==> src/core/pec_defines.svh <==
`ifndef PEC_DEFINES_SVH
`define PEC_DEFINES_SVH

// core clock figures
`define PEC_CLK_HZ          25000000
`define PEC_SVC_TIME_NS     14000
// longest service time rounds down to whole cycles
`define PEC_SVC_CYCLES      ((`PEC_SVC_TIME_NS * (`PEC_CLK_HZ / 1000000)) / 1000)
`define PEC_US_CYCLES       (`PEC_CLK_HZ / 1000000)
`define PEC_TICK_DIV        2
`define PEC_DBT_MAX_US      1000000

// register word addresses
`define PEC_ADDR_TICK       16'hF050
`define PEC_ADDR_CAPTURE    16'hF060
`define PEC_PIN_STRIDE_LG   3
`define PEC_FLD_ENABLE      3'h0
`define PEC_FLD_SELECT      3'h1
`define PEC_FLD_OPTIONS     3'h2
`define PEC_FLD_SET_FIRST   3'h3
`define PEC_FLD_SET_SECOND  3'h4
`define PEC_FLD_COUNT       3'h5
`define PEC_FLD_COUNT_CLR   3'h6

// feature selection codes
`define PEC_SEL_PLAIN       32'h0000_0008
`define PEC_SEL_DEBOUNCE    32'h0000_0009

// reset values
`define PEC_RST_WORD        32'h0000_0000

`endif

==> src/core/pec_pkg.sv <==
package pec_pkg;

  // service engine states
  typedef enum logic [1:0] {
    PEC_IDLE = 2'b01,
    PEC_BUSY = 2'b10
  } pec_state_t;

  // debounce mode codes
  typedef enum logic [2:0] {
    PEC_M_FALL_RST = 3'h0,
    PEC_M_RISE_RST = 3'h1,
    PEC_M_ANY_RST  = 3'h2,
    PEC_M_FALL_FIX = 3'h3,
    PEC_M_RISE_FIX = 3'h4,
    PEC_M_LOW_HOLD = 3'h5,
    PEC_M_HI_HOLD  = 3'h6
  } pec_mode_t;

  // outcome of servicing one edge
  typedef struct packed {
    logic inc;
    logic start;
    logic stop;
    logic clr_exp;
  } pec_act_t;

  // one register access
  typedef struct packed {
    logic        wr;
    logic        rd;
    logic        strm;
    logic [15:0] addr;
    logic [31:0] wdata;
  } pec_req_t;

endpackage

==> src/core/pec_counter.sv <==
`timescale 1ns/1ns
// Overview of operation
// - plain selection counts each rising pin edge
// - enable zero turns feature off, one on
// - count read returns count, leaves it unchanged
// - streamed count reads give low 16 bits
// - read-and-clear returns count then zeroes it
// - no update writes accepted by count registers
// - free 32-bit tick timer at half core rate
// - edges of enabled pins outside own service request service
// - edge sets pending flag, service end clears
// - one service completes before next; stream pauses
// - edge in own service lost; edge onto pending overwrites it
// - debounce selection counts applicable polarity edges
// - after count, edges ignored until timeout ends
// - modes 0-2 fall/rise/any, self-restarting timeout
// - modes 3-4 fall/rise only, fixed timeout
// - mode 5 low hold then any edge counts
// - mode 6 high hold then any edge counts
// - restart reloads full configured timeout value
// - second setting selects debounce mode
// - first setting holds timeout in microseconds
`include "pec_defines.svh"
module pec_counter #(
  parameter int NUM_PINS = 4,
  parameter int SVC_CYC  = `PEC_SVC_CYCLES
) (
  input  wire logic                CLK_SYS_I,
  input  wire logic                SRST_I,
  input  wire logic [NUM_PINS-1:0] PIN_I,
  input  wire logic                STREAM_ACTIVE_I,
  input  wire logic                REG_WR_I,
  input  wire logic                REG_RD_I,
  input  wire logic                REG_STREAM_I,
  input  wire logic [15:0]         REG_ADDR_I,
  input  wire logic [31:0]         REG_WDATA_I,
  output logic      [31:0]         REG_RDATA_O,
  output logic                     REG_RVALID_O,
  output logic      [NUM_PINS-1:0] PIN_PENDING_O,
  output logic                     SVC_BUSY_O
);

  localparam int CW = (NUM_PINS > 1) ? $clog2(NUM_PINS) : 1;
  localparam int US_CYC = `PEC_US_CYCLES;

  // refuse shapes the address map or timing cannot serve
  initial begin
    if (NUM_PINS < 1 || NUM_PINS > 64) $error("NUM_PINS must be 1..64");
    if (SVC_CYC < 1 || SVC_CYC > 65535) $error("SVC_CYC must be 1..65535");
  end

  pec_pkg::pec_req_t req;                  // bundled access
  assign req = '{wr: REG_WR_I, rd: REG_RD_I, strm: REG_STREAM_I,
                 addr: REG_ADDR_I, wdata: REG_WDATA_I};

  // per-pin configuration and state
  logic [31:0]         en_reg     [NUM_PINS];  // feature enable word
  logic [31:0]         sel_reg    [NUM_PINS];  // feature selection
  logic [31:0]         opt_reg    [NUM_PINS];  // options, held only
  logic [31:0]         first_reg  [NUM_PINS];  // timeout in us
  logic [31:0]         second_reg [NUM_PINS];  // debounce mode
  logic [31:0]         count_reg  [NUM_PINS];  // accumulated count
  logic [19:0]         dbt_reg    [NUM_PINS];  // us left in timeout
  logic [NUM_PINS-1:0] run_reg;                // timeout running
  logic [NUM_PINS-1:0] exp_reg;                // hold-mode timeout expired
  logic [NUM_PINS-1:0] pend_reg;               // pending service flags
  logic [NUM_PINS-1:0] prise_reg;              // polarity of pending edge
  logic [NUM_PINS-1:0] sync1_reg;              // first sync stage
  logic [NUM_PINS-1:0] sync2_reg;              // second sync stage
  logic [NUM_PINS-1:0] last_reg;               // previous synced level
  logic [31:0]         tick_reg;               // free system tick
  logic                tdiv_reg;               // half-rate enable
  logic [4:0]          us_reg;                 // microsecond divider
  logic [15:0]         cap_reg;                // upper half of streamed count
  pec_pkg::pec_state_t st_reg;                 // service engine state
  logic [15:0]         svc_cnt_reg;            // service cycles remaining
  logic [CW-1:0]       svc_ch_reg;             // channel in service
  logic                svc_rise_reg;           // polarity being serviced

  // address decode
  logic          pin_hit;                      // access lands in pin space
  logic [CW-1:0] pin_idx;                      // addressed pin
  logic [2:0]    fld;                          // addressed field
  assign fld     = req.addr[2:0];
  assign pin_idx = CW'(req.addr[15:`PEC_PIN_STRIDE_LG]);
  assign pin_hit = ({3'h0, req.addr[15:`PEC_PIN_STRIDE_LG]} < 16'(NUM_PINS));

  // edge and event wires
  logic [NUM_PINS-1:0] edge_w;                 // any edge on synced pin
  logic                us_tick;                // one-cycle microsecond pulse
  logic                svc_done;               // service finishes this cycle
  logic [CW-1:0]       pick;                   // lowest pending channel
  pec_pkg::pec_act_t   act;                    // result of service

  assign edge_w        = sync2_reg ^ last_reg;
  assign us_tick       = (us_reg == 5'(US_CYC - 1));
  assign svc_done      = (st_reg == pec_pkg::PEC_BUSY) && (svc_cnt_reg == 16'h0001) &&
                         !STREAM_ACTIVE_I;
  assign PIN_PENDING_O = pend_reg;
  assign SVC_BUSY_O    = (st_reg == pec_pkg::PEC_BUSY);

  // true when pin runs one of the serviced counting features
  function automatic logic feat_on(input logic [31:0] en, input logic [31:0] sel);
    feat_on = en[0] && (sel == `PEC_SEL_PLAIN || sel == `PEC_SEL_DEBOUNCE);
  endfunction

  // decide what one serviced edge does to count and timeout
  function automatic pec_pkg::pec_act_t decide(input logic [31:0] sel,
                                                input logic [31:0] mode,
                                                input logic rise,
                                                input logic run,
                                                input logic expd);
    pec_pkg::pec_act_t a;
    a = '0;
    if (sel == `PEC_SEL_PLAIN) begin
      a.inc = rise;
    end else if (mode[31:3] == 29'h0) begin
      case (pec_pkg::pec_mode_t'(mode[2:0]))
        pec_pkg::PEC_M_FALL_RST, pec_pkg::PEC_M_RISE_RST, pec_pkg::PEC_M_ANY_RST: begin
          a.start = 1'b1;
          a.inc   = !run && (mode[1] || (mode[0] == rise));
        end
        pec_pkg::PEC_M_FALL_FIX: begin
          a.inc   = !run && !rise;
          a.start = a.inc;
        end
        pec_pkg::PEC_M_RISE_FIX: begin
          a.inc   = !run && rise;
          a.start = a.inc;
        end
        pec_pkg::PEC_M_LOW_HOLD, pec_pkg::PEC_M_HI_HOLD: begin
          // hold modes: lead polarity arms, the other cancels
          if (expd) begin
            a.inc     = 1'b1;
            a.clr_exp = 1'b1;
          end else if (rise == mode[1]) begin
            a.start   = 1'b1;
          end else begin
            a.stop    = 1'b1;
          end
        end
        default: a = '0;
      endcase
    end
    decide = a;
  endfunction

  assign act = decide(sel_reg[svc_ch_reg], second_reg[svc_ch_reg], svc_rise_reg,
                      run_reg[svc_ch_reg], exp_reg[svc_ch_reg]);

  // lowest-numbered pending channel goes first
  always_comb begin
    pick = '0;
    for (int i = NUM_PINS - 1; i >= 0; i--) begin
      if (pend_reg[i]) pick = CW'(i);
    end
  end

  // two-flop synchroniser and edge history for the pins
  always_ff @(posedge CLK_SYS_I) begin
    if (SRST_I) begin
      sync1_reg <= '0;
      sync2_reg <= '0;
      last_reg  <= '0;
    end else begin
      sync1_reg <= PIN_I;
      sync2_reg <= sync1_reg;
      last_reg  <= sync2_reg;
    end
  end

  // free-running tick at half core rate, plus the us divider
  always_ff @(posedge CLK_SYS_I) begin
    if (SRST_I) begin
      tdiv_reg <= 1'b0;
      tick_reg <= '0;
      us_reg   <= '0;
    end else begin
      tdiv_reg <= !tdiv_reg;
      if (tdiv_reg) tick_reg <= tick_reg + 32'h0000_0001;
      us_reg   <= us_tick ? 5'h00 : us_reg + 5'h01;
    end
  end

  // pending flags: every edge on an active pin outside its own service asks for service
  always_ff @(posedge CLK_SYS_I) begin
    if (SRST_I) begin
      pend_reg  <= '0;
      prise_reg <= '0;
    end else begin
      for (int i = 0; i < NUM_PINS; i++) begin
        if (!feat_on(en_reg[i], sel_reg[i])) begin
          pend_reg[i] <= 1'b0;
        end else if (edge_w[i] &&
                     !(SVC_BUSY_O && svc_ch_reg == CW'(i))) begin
          // a fresh edge overwrites a waiting one; the older is lost
          pend_reg[i]  <= 1'b1;
          prise_reg[i] <= sync2_reg[i];
        end else if (svc_done && svc_ch_reg == CW'(i)) begin
          pend_reg[i]  <= 1'b0;
        end
      end
    end
  end

  // service engine: non-preemptive between channels, stalls for stream
  always_ff @(posedge CLK_SYS_I) begin
    if (SRST_I) begin
      st_reg       <= pec_pkg::PEC_IDLE;
      svc_cnt_reg  <= '0;
      svc_ch_reg   <= '0;
      svc_rise_reg <= 1'b0;
    end else begin
      case (st_reg)
        pec_pkg::PEC_IDLE: begin
          if (|pend_reg && !STREAM_ACTIVE_I) begin
            st_reg       <= pec_pkg::PEC_BUSY;
            svc_ch_reg   <= pick;
            svc_rise_reg <= prise_reg[pick];
            svc_cnt_reg  <= 16'(SVC_CYC);
          end
        end
        pec_pkg::PEC_BUSY: begin
          // stream work holds the countdown; others wait their turn
          if (svc_done) begin
            st_reg <= pec_pkg::PEC_IDLE;
          end else if (!STREAM_ACTIVE_I) begin
            svc_cnt_reg <= svc_cnt_reg - 16'h0001;
          end
        end
        default: st_reg <= pec_pkg::PEC_IDLE;
      endcase
    end
  end

  // debounce timers, counted down in microseconds
  always_ff @(posedge CLK_SYS_I) begin
    if (SRST_I) begin
      run_reg <= '0;
      exp_reg <= '0;
      for (int i = 0; i < NUM_PINS; i++) dbt_reg[i] <= '0;
    end else begin
      for (int i = 0; i < NUM_PINS; i++) begin
        if (!feat_on(en_reg[i], sel_reg[i])) begin
          run_reg[i] <= 1'b0;
          exp_reg[i] <= 1'b0;
        end else if (svc_done && svc_ch_reg == CW'(i) && (act.start || act.stop)) begin
          run_reg[i] <= act.start;
          exp_reg[i] <= 1'b0;
          // clamp oversized settings to the largest legal timeout
          dbt_reg[i] <= (first_reg[i] > `PEC_DBT_MAX_US) ? 20'(`PEC_DBT_MAX_US) :
                        first_reg[i][19:0];
        end else begin
          if (svc_done && svc_ch_reg == CW'(i) && act.clr_exp) exp_reg[i] <= 1'b0;
          if (run_reg[i] && (dbt_reg[i] == 20'h0 || (us_tick && dbt_reg[i] == 20'h1))) begin
            run_reg[i] <= 1'b0;
            // only hold modes remember the expiry for the next edge
            exp_reg[i] <= (second_reg[i] == 32'h5 || second_reg[i] == 32'h6);
          end else if (run_reg[i] && us_tick) begin
            dbt_reg[i] <= dbt_reg[i] - 20'h1;
          end
        end
      end
    end
  end

  // configuration writes; count registers take no writes at all
  always_ff @(posedge CLK_SYS_I) begin
    if (SRST_I) begin
      for (int i = 0; i < NUM_PINS; i++) begin
        en_reg[i]     <= `PEC_RST_WORD;
        sel_reg[i]    <= `PEC_RST_WORD;
        opt_reg[i]    <= `PEC_RST_WORD;
        first_reg[i]  <= `PEC_RST_WORD;
        second_reg[i] <= `PEC_RST_WORD;
      end
    end else if (req.wr && pin_hit) begin
      case (fld)
        `PEC_FLD_ENABLE:     en_reg[pin_idx]     <= {31'h0, req.wdata[0]};
        `PEC_FLD_SELECT:     sel_reg[pin_idx]    <= req.wdata;
        `PEC_FLD_OPTIONS:    opt_reg[pin_idx]    <= req.wdata;
        `PEC_FLD_SET_FIRST:  first_reg[pin_idx]  <= req.wdata;
        `PEC_FLD_SET_SECOND: second_reg[pin_idx] <= req.wdata;
        default: ;
      endcase
    end
  end

  // counts: serviced increments, read-and-clear zeroes; an edge that
  // completes service in the clear cycle still counts once
  always_ff @(posedge CLK_SYS_I) begin
    if (SRST_I) begin
      for (int i = 0; i < NUM_PINS; i++) count_reg[i] <= '0;
    end else begin
      for (int i = 0; i < NUM_PINS; i++) begin
        if (req.rd && pin_hit && pin_idx == CW'(i) && fld == `PEC_FLD_COUNT_CLR) begin
          count_reg[i] <= {31'h0, svc_done && svc_ch_reg == CW'(i) && act.inc};
        end else if (svc_done && svc_ch_reg == CW'(i) && act.inc) begin
          count_reg[i] <= count_reg[i] + 32'h0000_0001;
        end
      end
    end
  end

  // read path: one cycle latency, unmapped reads return zero
  always_ff @(posedge CLK_SYS_I) begin
    if (SRST_I) begin
      REG_RDATA_O  <= '0;
      REG_RVALID_O <= 1'b0;
      cap_reg      <= '0;
    end else begin
      REG_RVALID_O <= req.rd;
      REG_RDATA_O  <= '0;
      if (req.rd && req.addr == `PEC_ADDR_TICK) begin
        REG_RDATA_O <= tick_reg;
      end else if (req.rd && req.addr == `PEC_ADDR_CAPTURE) begin
        REG_RDATA_O <= {16'h0000, cap_reg};
      end else if (req.rd && pin_hit) begin
        case (fld)
          `PEC_FLD_ENABLE:     REG_RDATA_O <= en_reg[pin_idx];
          `PEC_FLD_SELECT:     REG_RDATA_O <= sel_reg[pin_idx];
          `PEC_FLD_OPTIONS:    REG_RDATA_O <= opt_reg[pin_idx];
          `PEC_FLD_SET_FIRST:  REG_RDATA_O <= first_reg[pin_idx];
          `PEC_FLD_SET_SECOND: REG_RDATA_O <= second_reg[pin_idx];
          `PEC_FLD_COUNT, `PEC_FLD_COUNT_CLR: begin
            if (req.strm) begin
              REG_RDATA_O <= {16'h0000, count_reg[pin_idx][15:0]};
              cap_reg     <= count_reg[pin_idx][31:16];
            end else begin
              REG_RDATA_O <= count_reg[pin_idx];
            end
          end
          default: REG_RDATA_O <= '0;
        endcase
      end
    end
  end

endmodule // pec_counter

==> config.mk <==
export PLATFORM = sky130hd
export DESIGN_NAME = pec_counter
export DESIGN_NICKNAME = d
export VERILOG_FILES = /design/src/core/pec_pkg.sv /design/src/core/pec_counter.sv
export VERILOG_INCLUDE_DIRS = /design/src /design/src/core
export SDC_FILE = /design/constraint.sdc
export NUM_CORES = 2
export LEC_CHECK = 0
export ABC_AREA = 1
export BUFFER_PORTS_ARGS = -buffer_cell sky130_fd_sc_hd__clkbuf_2
export CORE_ASPECT_RATIO = 0.75
export CORE_MARGIN = 2
export CORE_UTILIZATION = 40
export DETAILED_ROUTE_END_ITERATION = 10
export GPL_TIMING_DRIVEN = 0
export PLACE_DENSITY = 0.56
export SLEW_MARGIN = 20
export SYNTH_ARGS = -nofsm -noshare
export SYNTH_HDL_FRONTEND = slang
export SYNTH_SLANG_ARGS = --single-unit
==> constraint.sdc <==
create_clock -name CLK_SYS_I -period 4.55 [get_ports CLK_SYS_I]
set_input_delay 0.2275 -clock CLK_SYS_I [delete_from_list [all_inputs] [get_ports CLK_SYS_I]]
set_output_delay 0.2275 -clock CLK_SYS_I [all_outputs]
set_load 0.005 [all_outputs]
==> flow_summary.yaml <==
pwr:
  power.share.clock_pct: 42.5
  irDropWorstVdd_uv: 288
  p_sw_uw: 4830
  powerDensity_mw_per_mm2: 368
  combPwrFrac_pct: 8.1
  p_sw_share_pct: 26.3
  p_leak_uw: 0.0185
  p_int_uw: 13600
  total_power_uw: 18400
  seqPwrFrac_pct: 49.4
floorplan:
  core-area_mm2: 0.108
  num_rows: 104
  die_h_um: 290
  die_w_um: 386
  die_area_mm2: 0.112
  initial_core_util_pct: 40.5
  io_pins: 96
clock_network:
  cts_sinks: 862
  cts-root-buf: "clkbuf_16"
  cts_tree: "built"
  clk_latency_ns: 0.73
  path_clk_slew_ns: 0.06
  cts_setup_buffers: 0
  ctsLongestPathBuffers: 3
  cts-resized-gates: 0
  cts-buffers-inserted: 91
  htreeDepth: 3
critical_path:
  slowest_delay_ns: 0.93
  path_buf_inv: 1
  path_common_cell: "nor2_1"
  cp_data_required_time_ns: 4.87
  crit_path_cell_trace: "nor2_1 -> nand4_1 -> nor3_1 -> nand3_1 -> nor2_1 -> a21boi_4 -> inv_1 -> nand2_1"
  setup.worst_path.start_class: "flop"
  setup.worst_path.class: "reg2reg"
  crit_family: "simple AND/OR/NAND/NOR gates"
  path_max_fanout: 20
  cp_slowest_cell: "nor2_1"
  end_kind: "flop"
  cp.arrival_ns: 4.81
final_layout:
  area_growth_pct: 14.4
  fillers: 10500
  num-nets-final: 5201
  drive_gt1_share_pct: 8.33
  multi_input_area_mm2: 0.0164
  ff_latch_area_mm2: 0.0245
sta:
  slew_headroom_pct: 11.0
  rsz0062_at_grt: "no"
  fmax_ghz: 0.222
  timing.final.hold_violations: 0
  setup_viol_count_final: 0
  min_period_ns: 4.50
  fin_tns_setup_ns: 0
  worst_pin_slew_ns: 1.34
  finalMaxSlewViolations: 0
  clock_skew_ns: 0.0402
  period_share_pct: 98.8
logic_synthesis:
  synth_area_mm2: 0.0437
  synth_seq_area_share_pct: 56.1
  async_flop_share_pct: 0
  yosysWarnings: 0
  synth.distinct_cells: 67
  synth_area_leaders: "edfxtp_1, nor2_1, dfxtp_1"
  syn_inst: 4902
  synth_edf_count: 724
  synth_top_area_share_pct: 49.7
  ys_seq_elements: 862
  synth_top_cell_by_area: "edfxtp_1"
  syn_area_per_cell_um2: 8.92
  ys.flop_type: "edfxtp_1"
  syn-num-nets: 4980
place:
  gp_congestion: 1.13
  dp_hpwl_um: 144000
  io_buffer_count: 95
run:
  cap_viol_max_count: 0
routing:
  dr.first_iter.drc_count: 6620
  via_per_inst: 5.92
  totalWireLength_um: 190000
  ant_nets: 0
  drtPass1Iterations: 6
  drc: 0
  wire_per_inst_um: 28.6
  vias: 39300
global_route:
  grt.total_usage_pct: 33.2
  grt_pass1_wl_um: 263000
  grt_max_degree: 33
  overflow: 0
  grt_pass1_vias: 35600
  antenna_found_initial: 15
outcome:
  status: "finished clean"
hold_path:
  hp-class: "in2reg"
## layer usage
metal	part of all wire [%]	GRT usage, %	wire length [um]	vias up
met5	0.22	1.42	425	-
met4	5.6	15.4	10600	24
met3	16	14.3	29600	483
met2	38	43.1	72200	2778
met1	41	46.8	77000	18800
li1	-	-	-	17200
## power groups by stage
stage          sequential (uW)  combinational (uW)  clock, uW
2_1_floorplan             9170                 639          0
3_3_place_gp              9280                1290          0
3_5_place_dp              9250                1380          0
4_1_cts                   9080                1390       7800
5_1_grt                   9120                1500       8100
6_report                  9090                1490       7820
## path summary, 6_finish.rpt
check,start,to,slack (ns),depth (start not counted)
min,SRST_I,exp_reg[1],0.05,4
min reg2reg,sync1_reg[3],sync2_reg[3],0.40,2
max,sel_reg[2][16],dbt_reg[2][5],0.05,8
max reg2reg,sel_reg[2][16],dbt_reg[2][5],0.05,8
## through the flow
| step | std cells | setup slack (ns) | utilization (%) | instance area, um2 | hold WS [ns] |
|---|---|---|---|---|---|
| CTS | 6630 | 0.246 | 46.3 | 50000 | 0.0129 |
| finish | 6639 | 0.0549 | 46.4 | 50000 | 0.0488 |
| floorplan | 4902 | 0.578 | - | 43700 | 0.334 |
| detailed placement | 6454 | -0.220 | 43.4 | 46900 | 0.398 |
| global route | 6631 | 0.0642 | 46.4 | 50000 | 0.0909 |
| global placement | 6428 | -3.32 | 42.6 | 46000 | 0.398 |
## cells by family (layout without fill, tap and decap cells)
family | after synthesis | in the layout | share of synthesized area, %
adder cells (fa/ha/maj) | 20 | 20 | 0.573
XOR/XNOR | 110 | 110 | 2.20
flip-flops | 862 | 862 | 56.1
AND/OR/NAND/NOR | 2354 | 2354 | 23.2
AO/OA/AOI/OAI | 752 | 752 | 11.0
other | 0 | 8 | 0
buffers and inverters | 804 | 1102 | 7.05
## cells in the mapped netlist, types with 11 or more instances
| cell | instances |
|---|---|
| nor2_1 | 1031 |
| nand2_1 | 735 |
| edfxtp_1 | 724 |
| inv_1 | 587 |
| a22oi_1 | 215 |
| nand3_1 | 189 |
| o21ai_0 | 185 |
| a21oi_1 | 173 |
| clkbuf_1 | 157 |
| dfxtp_1 | 138 |
| nor3_1 | 124 |
| nand4_1 | 105 |
| xor2_1 | 84 |
| nor4_1 | 51 |
| nor3b_1 | 40 |
| o221ai_1 | 30 |
| or2_2 | 26 |
| xnor2_1 | 26 |
| o22ai_1 | 25 |
| buf_2 | 23 |
| ha_1 | 20 |
| a31oi_1 | 17 |
| a32oi_1 | 16 |
| o31ai_1 | 15 |
| buf_1 | 13 |
| o41ai_1 | 12 |
| a21o_1 | 11 |
| a22o_1 | 11 |
## layout by cell type, fill, tap and decap left out, types with 100 or more instances in the layout
| cell | synthesis | layout |
|---|---|---|
| nor3_1 | 124 | 123 |
| nand2_1 | 735 | 731 |
| a22oi_1 | 215 | 215 |
| dfxtp_1 | 138 | 138 |
| a21oi_1 | 173 | 173 |
| edfxtp_1 | 724 | 724 |
| clkbuf_1 | 157 | 143 |
| inv_1 | 587 | 587 |
| nand3_1 | 189 | 188 |
| nor2_1 | 1031 | 1031 |
| o21ai_0 | 185 | 168 |
| clkbuf_16 | 0 | 100 |
| nand4_1 | 105 | 105 |
| clkbuf_2 | 0 | 125 |
## final cells by class
cell class / instances / area share, %
clock buffers: 126 / 5.39
inverters: 604 / 4.53
multi-input cells: 3236 / 32.7
plain buffers: 200 / 1.71
clock inverters: 44 / 0.720
well taps: 1431 / 3.58
diodes: 8 / 0.0400
flip-flops and latches: 862 / 49.0
repair buffers: 128 / 2.36
## worst register-to-register path, stage by stage, from the launching register on
cell and delay [ns]:
edfxtp_1 0.40, nor2_1 0.19, nand4_1 0.17, nor3_1 0.64, nand3_1 0.53, nor2_1 0.93, a21boi_4 0.43, inv_1 0.14
nand2_1 0.65
## timing repair
| action | in CTS | in global routing |
|---|---|---|
| hold buffers | 6 | 0 |
| endpoints found under the setup margin | 0 | 0 |
| hold endpoints to repair | 6 | 0 |
Note: power is estimated with default switching activity, not from simulation.
